**config.mk**
```make
export PLATFORM = sky130hd
export DESIGN_NAME = mms_mgmt
export DESIGN_NICKNAME = d
export VERILOG_FILES = /design/src/verilog/mms_pkg.sv /design/src/verilog/mms_mem_if.sv /design/src/verilog/mms_mem.sv /design/src/verilog/mms_mgmt.sv /design/src/verilog/mms_sync.sv
export VERILOG_INCLUDE_DIRS = /design/src /design/src/verilog
export SDC_FILE = /design/constraint.sdc
export NUM_CORES = 2
export LEC_CHECK = 0
export ABC_AREA = 1
export BUFFER_PORTS_ARGS = -buffer_cell sky130_fd_sc_hd__buf_4
export CAP_MARGIN = 15
export CELL_PAD_IN_SITES_DETAIL_PLACEMENT = 1
export CELL_PAD_IN_SITES_GLOBAL_PLACEMENT = 2
export CORE_MARGIN = 2
export CORE_UTILIZATION = 42
export DETAILED_ROUTE_END_ITERATION = 12
export PLACE_DENSITY = 0.91
export SLEW_MARGIN = 10
export SYNTH_ARGS = -nofsm -noshare
export SYNTH_HDL_FRONTEND = slang
export SYNTH_SLANG_ARGS = --single-unit
```
**constraint.sdc**
```tcl
create_clock -name CLK -period 5.5 [get_ports CLK]
set_input_delay 0.275 -clock CLK [delete_from_list [all_inputs] [get_ports CLK]]
set_output_delay 0.275 -clock CLK [all_outputs]
set_load 0.05 [all_outputs]
```
**src/verilog/mms_defines.svh**
```systemverilog
/*
  Constants of the module management block: timing counts, bus address,
  byte offsets, field positions and reset values.
  Assumes a 10 MHz housekeeping clock; included by its bare name.
*/
`ifndef MMS_DEFINES_SVH
`define MMS_DEFINES_SVH

// clock rate and documented times
`define MMS_CLK_HZ 10000000
`define MMS_T_INIT_MS 2000
`define MMS_INIT_CYC (`MMS_T_INIT_MS * (`MMS_CLK_HZ / 1000))
`define MMS_T_RST_MIN_US 2
`define MMS_RST_CYC ((`MMS_T_RST_MIN_US * `MMS_CLK_HZ + 999999) / 1000000)

// input filtering, in clock cycles
`define MMS_PIN_FILT_CYC 4
`define MMS_BUS_FILT_CYC 2

// two-wire bus device address, seven bits
`define MMS_DEV_ADDR 7'h50

// lower page byte offsets
`define MMS_OFS_STATUS 8'h02
`define MMS_OFS_LOS_FLAG 8'h03
`define MMS_OFS_TXF_FLAG 8'h04
`define MMS_OFS_ALM_FLAG 8'h06
`define MMS_OFS_CTRL 8'h5D
`define MMS_OFS_LOS_MASK 8'h64
`define MMS_OFS_TXF_MASK 8'h65
`define MMS_OFS_ALM_MASK 8'h67
`define MMS_OFS_PAGE 8'h7F

// upper page layout
`define MMS_OFS_VENDOR 8'hE0
`define MMS_PAGE_BASE 8'h00
`define MMS_PAGE_USER 8'h02

// fields and reset values
`define MMS_CTRL_PDOWN_BIT 1
`define MMS_CTRL_RST 8'h00
`define MMS_MASK4_RST 4'h0
`define MMS_MASK8_RST 8'h00

`endif

```
**src/verilog/mms_pkg.sv**
```systemverilog
/*
  Types of the module management block: modes, bus states, state record.
  Assumes nothing beyond a SystemVerilog compiler.
*/
package mms_pkg;

  typedef enum logic [1:0] {MODE_INIT, MODE_RUN, MODE_HELD} mms_mode_t;

  typedef enum logic [2:0] {
    BUS_IDLE, BUS_ADDR, BUS_ACK_A, BUS_RX, BUS_ACK_W, BUS_TX, BUS_MACK
  } mms_bus_t;

  typedef struct packed {
    mms_mode_t mode;
    logic [31:0] init_cnt;
    logic [7:0] rst_cnt;
    mms_bus_t bus;
    logic [3:0] bitc;
    logic [7:0] shreg;
    logic [7:0] ptr;
    logic rw;
    logic first;
    logic scl_p;
    logic sda_p;
    logic dnr;
    logic ready_flag;
    logic [3:0] los_flag;
    logic [3:0] txf_flag;
    logic [7:0] alm_flag;
    logic [3:0] los_mask;
    logic [3:0] txf_mask;
    logic [7:0] alm_mask;
    logic [7:0] ctrl;
    logic [7:0] page;
    logic mem_we;
    logic [7:0] mem_wa;
    logic [7:0] mem_wd;
    logic irq_n;
    logic low_power;
    logic bus_active;
    logic sda_oe;
  } mms_state_t;

endpackage : mms_pkg

```
**src/verilog/mms_mem_if.sv**
```systemverilog
/*
  Carrier between the management logic and its nonvolatile store.
  Assumes a single clock shared by both ends.
*/
interface mms_mem_if #(parameter int AW = 8);
  logic [AW-1:0] addr;
  logic we;
  logic [7:0] wdata;
  logic [7:0] rdata;

  modport ctl (output addr, output we, output wdata, input rdata);
  modport mem (input addr, input we, input wdata, output rdata);
endinterface : mms_mem_if

```
**src/verilog/mms_mem.sv**
```systemverilog
/*
  Byte store for the user page and the vendor area, registered read data.
  Assumes one access per cycle; a write also reads the written address.
*/
module mms_mem #(
  parameter int AW = 8
) (
  input wire logic clk,
  mms_mem_if.mem port
);

  logic [7:0] store [0:(1<<AW)-1];
  logic [7:0] rdata_r;

  // contents are opaque bytes; nothing here interprets them
  always_ff @(posedge clk) begin
    if (port.we) begin
      store[port.addr] <= port.wdata;
    end
    rdata_r <= store[port.addr];
  end

  assign port.rdata = rdata_r;

endmodule : mms_mem

```
**src/verilog/mms_mgmt.sv**
```systemverilog
/*
  Management control and status sequencing of a four-lane pluggable module:
  reset and init timing, data-not-ready status, sticky flags with masks,
  the active-low interrupt, low-power control and a two-wire bus slave.
  Assumes CLK at 10 MHz; all pins are asynchronous; all but RST_N are synchronised and
  filtered here. SCL and SDA are oversampled, so bus rates up to 400 kHz.
*/
// Behaviour
// - fully functional within 2000 ms after start
// - reset only when input low over 2 us
// - answer bus within 2000 ms of power
// - clear data-not-ready and assert interrupt at init
// - functional within 2000 ms after reset rise
// - low-power select enters low power quickly
// - interrupt driven low within 200 ms
// - flags clear on read, interrupt then released
// - loss-of-signal sets flag and interrupt quickly
// - transmit fault sets flag and interrupt quickly
// - other conditions set flag and interrupt
// - set mask stops flag driving interrupt
// - cleared mask lets flag drive interrupt
// - select asserted enables bus answers
// - select released stops bus answers
// - power-down bit set enters low power
// - power-down bit cleared returns to full power
// - functional means interrupt from data-not-ready clear
// - read delays count from the read's end
// - write delays count from the write's end
// - user page stored, never interpreted
// - upper bytes 224 to 255 vendor area
// - answer on device address A0h
`include "mms_defines.svh"

module mms_mgmt #(
  parameter int INIT_CYC = `MMS_INIT_CYC,
  parameter logic [7:0] IDENT_BYTE = 8'h00 // arbitrary value
) (
  input wire logic CLK,
  input wire logic RST_N,
  input wire logic MODULE_RESET_N,
  input wire logic LOW_POWER_SELECT,
  input wire logic MODULE_SELECT_N,
  input wire logic SCL,
  input wire logic SDA_IN,
  input wire logic [3:0] RX_LOS,
  input wire logic [3:0] TX_FAULT,
  input wire logic [7:0] MODULE_ALARM,
  output logic SDA_OUT,
  output logic SDA_OE,
  output logic INTERRUPT_OUT_N,
  output logic LOW_POWER,
  output logic BUS_ACTIVE,
  output logic DATA_NOT_READY
);

  mms_pkg::mms_state_t q_r;
  mms_pkg::mms_state_t q_nxt;

  logic [2:0] pins_s;
  logic [1:0] bus_s;
  logic [15:0] cond_s;
  logic module_reset_n_s;
  logic low_power_select_s;
  logic module_select_n_s;
  logic scl_s;
  logic sda_s;
  logic rise;
  logic fall;
  logic start;
  logic stop;
  logic bus_en;
  logic reset_hit;
  logic [7:0] rd_byte;
  logic in_mem;
  logic [7:0] mem_idx;

  mms_mem_if #(.AW(8)) mem_bus ();

  // control pins, idle levels high for the active-low ones
  mms_sync #(.W(3), .FILT(`MMS_PIN_FILT_CYC), .INIT(3'h5)) u_pin_sync (
    .clk(CLK),
    .rst_n(RST_N),
    .d({MODULE_RESET_N, LOW_POWER_SELECT, MODULE_SELECT_N}),
    .q(pins_s)
  );

  // bus lines get a shorter filter so fast-mode edges still pass
  mms_sync #(.W(2), .FILT(`MMS_BUS_FILT_CYC), .INIT(2'h3)) u_bus_sync (
    .clk(CLK),
    .rst_n(RST_N),
    .d({SCL, SDA_IN}),
    .q(bus_s)
  );

  // optical and housekeeping conditions come from other domains too
  mms_sync #(.W(16), .FILT(`MMS_PIN_FILT_CYC), .INIT(16'h0000)) u_cond_sync (
    .clk(CLK),
    .rst_n(RST_N),
    .d({MODULE_ALARM, TX_FAULT, RX_LOS}),
    .q(cond_s)
  );

  mms_mem #(.AW(8)) u_mem (
    .clk(CLK),
    .port(mem_bus.mem)
  );

  assign module_reset_n_s = pins_s[2];
  assign low_power_select_s = pins_s[1];
  assign module_select_n_s = pins_s[0];
  assign scl_s = bus_s[1];
  assign sda_s = bus_s[0];

  // bus events seen on the filtered lines
  assign rise = scl_s & ~q_r.scl_p;
  assign fall = ~scl_s & q_r.scl_p;
  assign start = scl_s & q_r.scl_p & ~sda_s & q_r.sda_p;
  assign stop = scl_s & q_r.scl_p & sda_s & ~q_r.sda_p;

  // answers only when running and selected
  assign bus_en = (q_r.mode == mms_pkg::MODE_RUN) & ~module_select_n_s;

  // a reset counts only once the pin has stayed low past the minimum
  assign reset_hit = ~module_reset_n_s & (q_r.rst_cnt == 8'(`MMS_RST_CYC));

  // upper page windows backed by the store
  assign in_mem = q_r.ptr[7] & ((q_r.page == `MMS_PAGE_USER) |
                  ((q_r.page == `MMS_PAGE_BASE) && (q_r.ptr >= `MMS_OFS_VENDOR)));
  assign mem_idx = {q_r.page == `MMS_PAGE_USER, q_r.ptr[6:0]};

  // store port: a pending write takes the address, reads follow the pointer
  assign mem_bus.addr = q_r.mem_we ? q_r.mem_wa : mem_idx;
  assign mem_bus.we = q_r.mem_we;
  assign mem_bus.wdata = q_r.mem_wd;

  // byte returned for the current pointer
  always_comb begin
    rd_byte = 8'h00;
    if (in_mem) begin
      rd_byte = mem_bus.rdata;
    end else begin
      case (q_r.ptr)
        8'h00: rd_byte = IDENT_BYTE;
        `MMS_OFS_STATUS: rd_byte = {7'h00, q_r.dnr};
        `MMS_OFS_LOS_FLAG: rd_byte = {4'h0, q_r.los_flag};
        `MMS_OFS_TXF_FLAG: rd_byte = {4'h0, q_r.txf_flag};
        `MMS_OFS_ALM_FLAG: rd_byte = q_r.alm_flag;
        `MMS_OFS_CTRL: rd_byte = q_r.ctrl;
        `MMS_OFS_LOS_MASK: rd_byte = {4'h0, q_r.los_mask};
        `MMS_OFS_TXF_MASK: rd_byte = {4'h0, q_r.txf_mask};
        `MMS_OFS_ALM_MASK: rd_byte = q_r.alm_mask;
        `MMS_OFS_PAGE: rd_byte = q_r.page;
        default: rd_byte = 8'h00;
      endcase
    end
  end

  // next state of the whole block
  always_comb begin
    logic ld;
    logic wr;
    ld = 1'b0;
    wr = 1'b0;
    q_nxt = q_r;
    q_nxt.mem_we = 1'b0;
    q_nxt.scl_p = scl_s;
    q_nxt.sda_p = sda_s;

    // reset pin low-time counter, saturating at the minimum
    if (module_reset_n_s) begin
      q_nxt.rst_cnt = 8'h00;
    end else if (q_r.rst_cnt != 8'(`MMS_RST_CYC)) begin
      q_nxt.rst_cnt = q_r.rst_cnt + 8'h01;
    end

    // power-up and reset sequencing
    case (q_r.mode)
      mms_pkg::MODE_INIT: begin
        q_nxt.init_cnt = q_r.init_cnt + 32'h0000_0001;
        if (q_r.init_cnt == 32'(INIT_CYC - 1)) begin
          q_nxt.mode = mms_pkg::MODE_RUN;
          q_nxt.dnr = 1'b0;
          q_nxt.ready_flag = 1'b1;
        end
      end
      mms_pkg::MODE_RUN: begin
        q_nxt.init_cnt = 32'h0000_0000;
      end
      mms_pkg::MODE_HELD: begin
        // leave on the rising edge of the reset pin
        if (module_reset_n_s) begin
          q_nxt.mode = mms_pkg::MODE_INIT;
          q_nxt.init_cnt = 32'h0000_0000;
        end
      end
      default: begin
        q_nxt.mode = mms_pkg::MODE_INIT;
      end
    endcase

    // two-wire slave; start and stop win over bit activity
    if (!bus_en || stop) begin
      q_nxt.bus = mms_pkg::BUS_IDLE;
      q_nxt.sda_oe = 1'b0;
    end else if (start) begin
      q_nxt.bus = mms_pkg::BUS_ADDR;
      q_nxt.bitc = 4'h0;
      q_nxt.sda_oe = 1'b0;
    end else begin
      case (q_r.bus)
        mms_pkg::BUS_IDLE: begin
          q_nxt.sda_oe = 1'b0;
        end
        mms_pkg::BUS_ADDR, mms_pkg::BUS_RX: begin
          if (rise) begin
            q_nxt.shreg = {q_r.shreg[6:0], sda_s};
            q_nxt.bitc = q_r.bitc + 4'h1;
          end else if (fall && q_r.bitc == 4'h8) begin
            if (q_r.bus == mms_pkg::BUS_RX) begin
              q_nxt.bus = mms_pkg::BUS_ACK_W;
              q_nxt.sda_oe = 1'b1;
              wr = 1'b1;
            end else if (q_r.shreg[7:1] == `MMS_DEV_ADDR) begin
              q_nxt.bus = mms_pkg::BUS_ACK_A;
              q_nxt.rw = q_r.shreg[0];
              q_nxt.sda_oe = 1'b1;
            end else begin
              q_nxt.bus = mms_pkg::BUS_IDLE;
            end
          end
        end
        mms_pkg::BUS_ACK_A: begin
          if (fall) begin
            q_nxt.bitc = 4'h0;
            if (q_r.rw) begin
              q_nxt.bus = mms_pkg::BUS_TX;
              ld = 1'b1;
            end else begin
              q_nxt.bus = mms_pkg::BUS_RX;
              q_nxt.first = 1'b1;
              q_nxt.sda_oe = 1'b0;
            end
          end
        end
        mms_pkg::BUS_ACK_W: begin
          if (fall) begin
            q_nxt.bus = mms_pkg::BUS_RX;
            q_nxt.bitc = 4'h0;
            q_nxt.sda_oe = 1'b0;
          end
        end
        mms_pkg::BUS_TX: begin
          if (fall) begin
            if (q_r.bitc == 4'h7) begin
              q_nxt.bus = mms_pkg::BUS_MACK;
              q_nxt.sda_oe = 1'b0;
            end else begin
              q_nxt.shreg = {q_r.shreg[6:0], 1'b0};
              q_nxt.sda_oe = ~q_r.shreg[6];
              q_nxt.bitc = q_r.bitc + 4'h1;
            end
          end
        end
        mms_pkg::BUS_MACK: begin
          // host ack is kept in bit 0; a nack ends the read
          if (rise) begin
            q_nxt.shreg[0] = sda_s;
          end else if (fall) begin
            if (q_r.shreg[0]) begin
              q_nxt.bus = mms_pkg::BUS_IDLE;
            end else begin
              q_nxt.bus = mms_pkg::BUS_TX;
              q_nxt.bitc = 4'h0;
              ld = 1'b1;
            end
          end
        end
        default: begin
          q_nxt.bus = mms_pkg::BUS_IDLE;
          q_nxt.sda_oe = 1'b0;
        end
      endcase
    end

    // load a byte for the host; flag bytes clear as they are read
    if (ld) begin
      q_nxt.shreg = rd_byte;
      q_nxt.sda_oe = ~rd_byte[7];
      q_nxt.ptr = q_r.ptr + 8'h01;
      case (q_r.ptr)
        `MMS_OFS_STATUS: q_nxt.ready_flag = 1'b0;
        `MMS_OFS_LOS_FLAG: q_nxt.los_flag = 4'h0;
        `MMS_OFS_TXF_FLAG: q_nxt.txf_flag = 4'h0;
        `MMS_OFS_ALM_FLAG: q_nxt.alm_flag = 8'h00;
        default: q_nxt.ptr = q_r.ptr + 8'h01;
      endcase
    end

    // first written byte is the pointer, later ones land at it
    if (wr) begin
      if (q_r.first) begin
        q_nxt.first = 1'b0;
        q_nxt.ptr = q_r.shreg;
      end else begin
        q_nxt.ptr = q_r.ptr + 8'h01;
        if (in_mem) begin
          q_nxt.mem_we = 1'b1;
          q_nxt.mem_wa = mem_idx;
          q_nxt.mem_wd = q_r.shreg;
        end
        case (q_r.ptr)
          `MMS_OFS_CTRL: q_nxt.ctrl = q_r.shreg;
          `MMS_OFS_LOS_MASK: q_nxt.los_mask = q_r.shreg[3:0];
          `MMS_OFS_TXF_MASK: q_nxt.txf_mask = q_r.shreg[3:0];
          `MMS_OFS_ALM_MASK: q_nxt.alm_mask = q_r.shreg;
          `MMS_OFS_PAGE: q_nxt.page = q_r.shreg;
          default: q_nxt.page = q_nxt.page;
        endcase
      end
    end

    // sticky flags: applied after the read clear so a new event wins
    q_nxt.los_flag = q_nxt.los_flag | cond_s[3:0];
    q_nxt.txf_flag = q_nxt.txf_flag | cond_s[7:4];
    q_nxt.alm_flag = q_nxt.alm_flag | cond_s[15:8];

    // a recognised reset pulse wipes status and control
    if (reset_hit || q_r.mode == mms_pkg::MODE_HELD) begin
      if (reset_hit) begin
        q_nxt.mode = mms_pkg::MODE_HELD;
      end
      q_nxt.dnr = 1'b1;
      q_nxt.ready_flag = 1'b0;
      q_nxt.los_flag = 4'h0;
      q_nxt.txf_flag = 4'h0;
      q_nxt.alm_flag = 8'h00;
      q_nxt.los_mask = `MMS_MASK4_RST;
      q_nxt.txf_mask = `MMS_MASK4_RST;
      q_nxt.alm_mask = `MMS_MASK8_RST;
      q_nxt.ctrl = `MMS_CTRL_RST;
      q_nxt.page = `MMS_PAGE_BASE;
      q_nxt.mem_we = 1'b0;
      q_nxt.bus = mms_pkg::BUS_IDLE;
      q_nxt.sda_oe = 1'b0;
    end

    // interrupt from unmasked flags; one cycle after the flags settle
    q_nxt.irq_n = ~(q_r.ready_flag |
                   (|(q_r.los_flag & ~q_r.los_mask)) |
                   (|(q_r.txf_flag & ~q_r.txf_mask)) |
                   (|(q_r.alm_flag & ~q_r.alm_mask)));
    q_nxt.low_power = low_power_select_s | q_r.ctrl[`MMS_CTRL_PDOWN_BIT];
    q_nxt.bus_active = bus_en;
  end

  // all state in one register; nothing here samples a port under reset
  always_ff @(posedge CLK or negedge RST_N) begin
    if (!RST_N) begin
      q_r <= '0;
      q_r.mode <= mms_pkg::MODE_INIT;
      q_r.bus <= mms_pkg::BUS_IDLE;
      q_r.scl_p <= 1'b1;
      q_r.sda_p <= 1'b1;
      q_r.dnr <= 1'b1;
      q_r.irq_n <= 1'b1;
      q_r.los_mask <= `MMS_MASK4_RST;
      q_r.txf_mask <= `MMS_MASK4_RST;
      q_r.alm_mask <= `MMS_MASK8_RST;
      q_r.ctrl <= `MMS_CTRL_RST;
      q_r.page <= `MMS_PAGE_BASE;
    end else begin
      q_r <= q_nxt;
    end
  end

  // open-drain data: only ever pulled low
  assign SDA_OUT = 1'b0;
  assign SDA_OE = q_r.sda_oe;
  assign INTERRUPT_OUT_N = q_r.irq_n;
  assign LOW_POWER = q_r.low_power;
  assign BUS_ACTIVE = q_r.bus_active;
  assign DATA_NOT_READY = q_r.dnr;

endmodule : mms_mgmt

```
**src/verilog/mms_sync.sv**
```systemverilog
/*
  Two-flop synchroniser with a stability filter for a group of pins.
  Assumes the pins are asynchronous to clk; output follows after FILT + 2
  stable cycles, so narrow glitches never reach the logic.
*/
module mms_sync #(
  parameter int W = 1,
  parameter int FILT = 2,
  parameter logic [W-1:0] INIT = '0
) (
  input wire logic clk,
  input wire logic rst_n,
  input wire logic [W-1:0] d,
  output logic [W-1:0] q
);

  typedef struct packed {
    logic [W-1:0] s1;
    logic [W-1:0] s2;
    logic [W-1:0] cand;
    logic [W-1:0] outv;
    logic [7:0] cnt;
  } mms_sync_st_t;

  mms_sync_st_t r_r;
  mms_sync_st_t r_nxt;

  // s1 feeds s2 only; the filter looks at s2 and later
  always_comb begin
    r_nxt = r_r;
    r_nxt.s1 = d;
    r_nxt.s2 = r_r.s1;
    r_nxt.cand = r_r.s2;
    if (r_r.s2 != r_r.cand) begin
      r_nxt.cnt = 8'h00;
    end else if (r_r.cnt < 8'(FILT)) begin
      r_nxt.cnt = r_r.cnt + 8'h01;
    end else begin
      r_nxt.outv = r_r.s2;
    end
  end

  always_ff @(posedge clk or negedge rst_n) begin
    if (!rst_n) begin
      r_r <= '{s1: INIT, s2: INIT, cand: INIT, outv: INIT, cnt: 8'h00};
    end else begin
      r_r <= r_nxt;
    end
  end

  assign q = r_r.outv;

endmodule : mms_sync
```
==> flow_summary.json <==
{
  "status": "finished clean",
  "cts.clk_slew.worst_paths_ns": 0.07,
  "setup_viol": 0,
  "yosysTopAreaCellShare_pct": 63.7,
  "dpl_cell_area_um2": 99700,
  "clk_latency_ns": 0.89,
  "syn_area_um2": 96500,
  "routed_wl_mm": 288,
  "antenna_found_initial": 5,
  "finalMaxSlewViolations": 0,
  "final_cell_mix": "nand2_1 (5195), edfxtp_1 (2048), nor2_1 (458)",
  "numCtsBuffers": 236,
  "period_share_pct": 79.9,
  "powerDensity_nw_per_um2": 334,
  "grt_pass1_wl_mm": 438,
  "synth_nets": 9462,
  "critPathArrivalTime_ns": 4.87,
  "grt_usage_pct": 24.3,
  "wire_per_inst_um": 22.9,
  "final_cell_count_no_fill": 12600,
  "drcViolationCount": 0,
  "drv_cap": 0,
  "fp-row-count": 175,
  "yosys_warnings": 0,
  "die-area_um2": 234000,
  "async_flop_share_pct": 10.8,
  "placed_cells": 12100,
  "peakVddDrop_mv": 0.270,
  "cts_tree": "built",
  "path_class": "register to register",
  "die_h_um": 483,
  "globalplace.congestion": 0.850,
  "ctsResizeCount": 0,
  "vias_per_cell": 5.37,
  "worstRegToRegCells": 7,
  "grt_overflow": 0,
  "synth.largest_area_cell": "edfxtp_1",
  "leakage_nw": 38.9,
  "finalInstanceArea_um2": 108000,
  "yosys-top-cells-area": "edfxtp_1 (64%), nand2_1 (20%), dfrtp_1 (5.9%)",
  "min_period_ns": 4.40,
  "final_antenna_net_count": 0,
  "endpoint_kind": "register",
  "cp_max_fo": 16,
  "seq_area_frac_synth_pct": 70.4,
  "cts-root-buf": "clkbuf_16",
  "avgSynthCellArea_um2": 10.2,
  "core_area_um2": 228000,
  "ys_dominant_reg_cell": "edfxtp_1",
  "clock_sink_count": 2304,
  "first_global_vias": 71800,
  "total_power_w": 0.0360,
  "ys_types": 54,
  "nNetsFinal": 9406,
  "start_util_pct": 42.3,
  "die_width_um": 483,
  "htreeDepth": 4,
  "max_clock_freq_mhz": 227,
  "grt_start_max_net_pins": 194,
  "tightest_slew_ns": 1.24,
  "critPathLaunch": "mem_bus.we",
  "hold_path.class": "input pin to register",
  "synthToLayoutAreaGrowth_pct": 12.0,
  "start_kind": "register",
  "cts_max_path_buffers": 3,
  "rsz0062_at_grt": "no",
  "crit_end": "u_mem.store[4][3]",
  "rr_endpoint": "u_mem.store[4][3]",
  "relSlewSlack_pct": 16.7,
  "drt_iter0_markers": 6015,
  "timing.rr.start": "mem_bus.we",
  "hold_viol_final": 0,
  "dp_hpwl_mm": 169,
  "port_buffers": 27,
  "cp_data_required_time_ns": 5.97,
  "r2r_slack_ns": 1.10,
  "vias": 67500,
  "fill_cells": 24600,
  "synth_cells": 9422,
  "tns_ns": 0,
  "boundaryPins": 29,
  "final_common_cell": "nand2_1",
  "synth_edf_count": 2048,
  "dr.pass1.iters": 6,
  "fin_skew_ns": 0.0567,
  "drive_gt1_share_pct": 6.15,
  "synth-seq-cells": 2304
}
repair_timing:
item                      CTS  global route
buffers inserted            0             0
hold buffers               32             0
hold endpoints to repair  127             0
critical path, cell delays in order, from the launching register on:
cell and delay [ns]:
dfrtp_1 0.69, inv_2 0.19, or2_2 0.32, o21ai_1 0.46, nand2_1 0.40, inv_1 0.44
nand2_1 0.62, nor2_1 0.83
power breakdown:
group / switching (W) / internal (W) / total (W) / leakage (nW)
clock: 0.00702 / 0.00954 / 0.0166 / 3.89
combinational: 0.000365 / 0.000144 / 0.000509 / 17.7
sequential: 0.0000768 / 0.0189 / 0.0190 / 17.4
total: 0.00747 / 0.0286 / 0.0360 / 38.9
cells by family (layout without fill, tap and decap cells):
logic type / count (synthesis) / count (layout) / synth area share (%)
multiplexers: 17 / 17 / 0.197
XOR/XNOR: 23 / 23 / 0.209
AND/OR/NAND/NOR: 6074 / 6074 / 24.3
adder cells (fa/ha/maj): 17 / 17 / 0.220
AO/OA/AOI/OAI: 350 / 350 / 1.97
flip-flops: 2304 / 2304 / 70.4
other: 1 / 2 / 0.00389
buffers and inverters: 636 / 786 / 2.77
layer usage:
layer	share of wire (%)	vias up	GRT usage (%)
li1	-	30800	-
met1	42	34200	32.2
met2	48	2026	41.2
met3	5.8	492	3.35
met4	3.4	4	8.41
met5	0.0090	-	0
per-stage QoR:
step                setup slack (ns)  hold slack (ns)  utilization (%)
floorplan                       1.51          -0.0206                -
global placement                1.39            0.335             43.8
detailed placement              1.21            0.336             43.8
CTS                             1.16         0.000107             47.4
global route                   0.936           0.0283             47.4
finish                          1.10           0.0510             47.4
flip-flops by register name (all words and copies together) (netlist names), 10 cells and up:
signal,flops
u_mem.store,2048
q_r,119
u_cond_sync.q,16
u_pin_sync.r_r,11
u_bus_sync.r_r,10
u_cond_sync.r_r,24
u_cond_sync.r_nxt,32
layout make-up:
type | count | area (um^2) | share of cell area [%]
inverters | 179 | 679 | 0.629
flip-flops and latches | 2304 | 67900 | 62.9
diodes | 1 | 2.50 | 0.00232
multi-input cells | 6482 | 26100 | 24.1
clock inverters | 165 | 1830 | 1.69
repair buffers | 163 | 1640 | 1.51
clock buffers | 279 | 6150 | 5.69
well taps | 3009 | 3760 | 3.48
how the worst min path moves through the flow:
stage / from / end / slack [ns] / cells after the start
after floorplan: RST_N / BUS_ACTIVE / -0.02 / 0
after global placement: u_cond_sync.r_nxt[42] / u_cond_sync.r_nxt[26] / 0.33 / 0
after detailed placement: u_cond_sync.r_nxt[45] / u_cond_sync.r_nxt[29] / 0.34 / 0
after CTS: RX_LOS[0] / u_cond_sync.r_nxt[40] / 0.0001 / 2
after global routing: MODULE_ALARM[0] / u_cond_sync.r_nxt[48] / 0.03 / 2
final: RX_LOS[1] / u_cond_sync.r_nxt[41] / 0.05 / 2
cells in the mapped netlist (3+ instances only):
cell,count
a31oi_1,4
edfxtp_1,2048
nand2_1,5211
o21ai_1,136
inv_1,173
a2bb2oi_1,3
o211ai_1,4
clkbuf_1,219
xnor2_1,13
nand4_1,33
o22ai_1,31
buf_1,44
xor2_1,10
inv_2,6
a21oi_1,72
nor4_1,15
nand2_4,3
clkbuf_2,4
or2_2,8
mux2_2,16
dfxtp_1,8
nand2_2,3
nand3_1,289
nor2_1,463
dfstp_2,20
nor2_2,7
a221oi_1,4
o2111ai_1,3
nor3_1,31
dfrtp_1,228
buf_2,171
o21ai_0,78
buf_4,19
ha_1,17
a211oi_1,4
(Power assumes the default switching activity.)
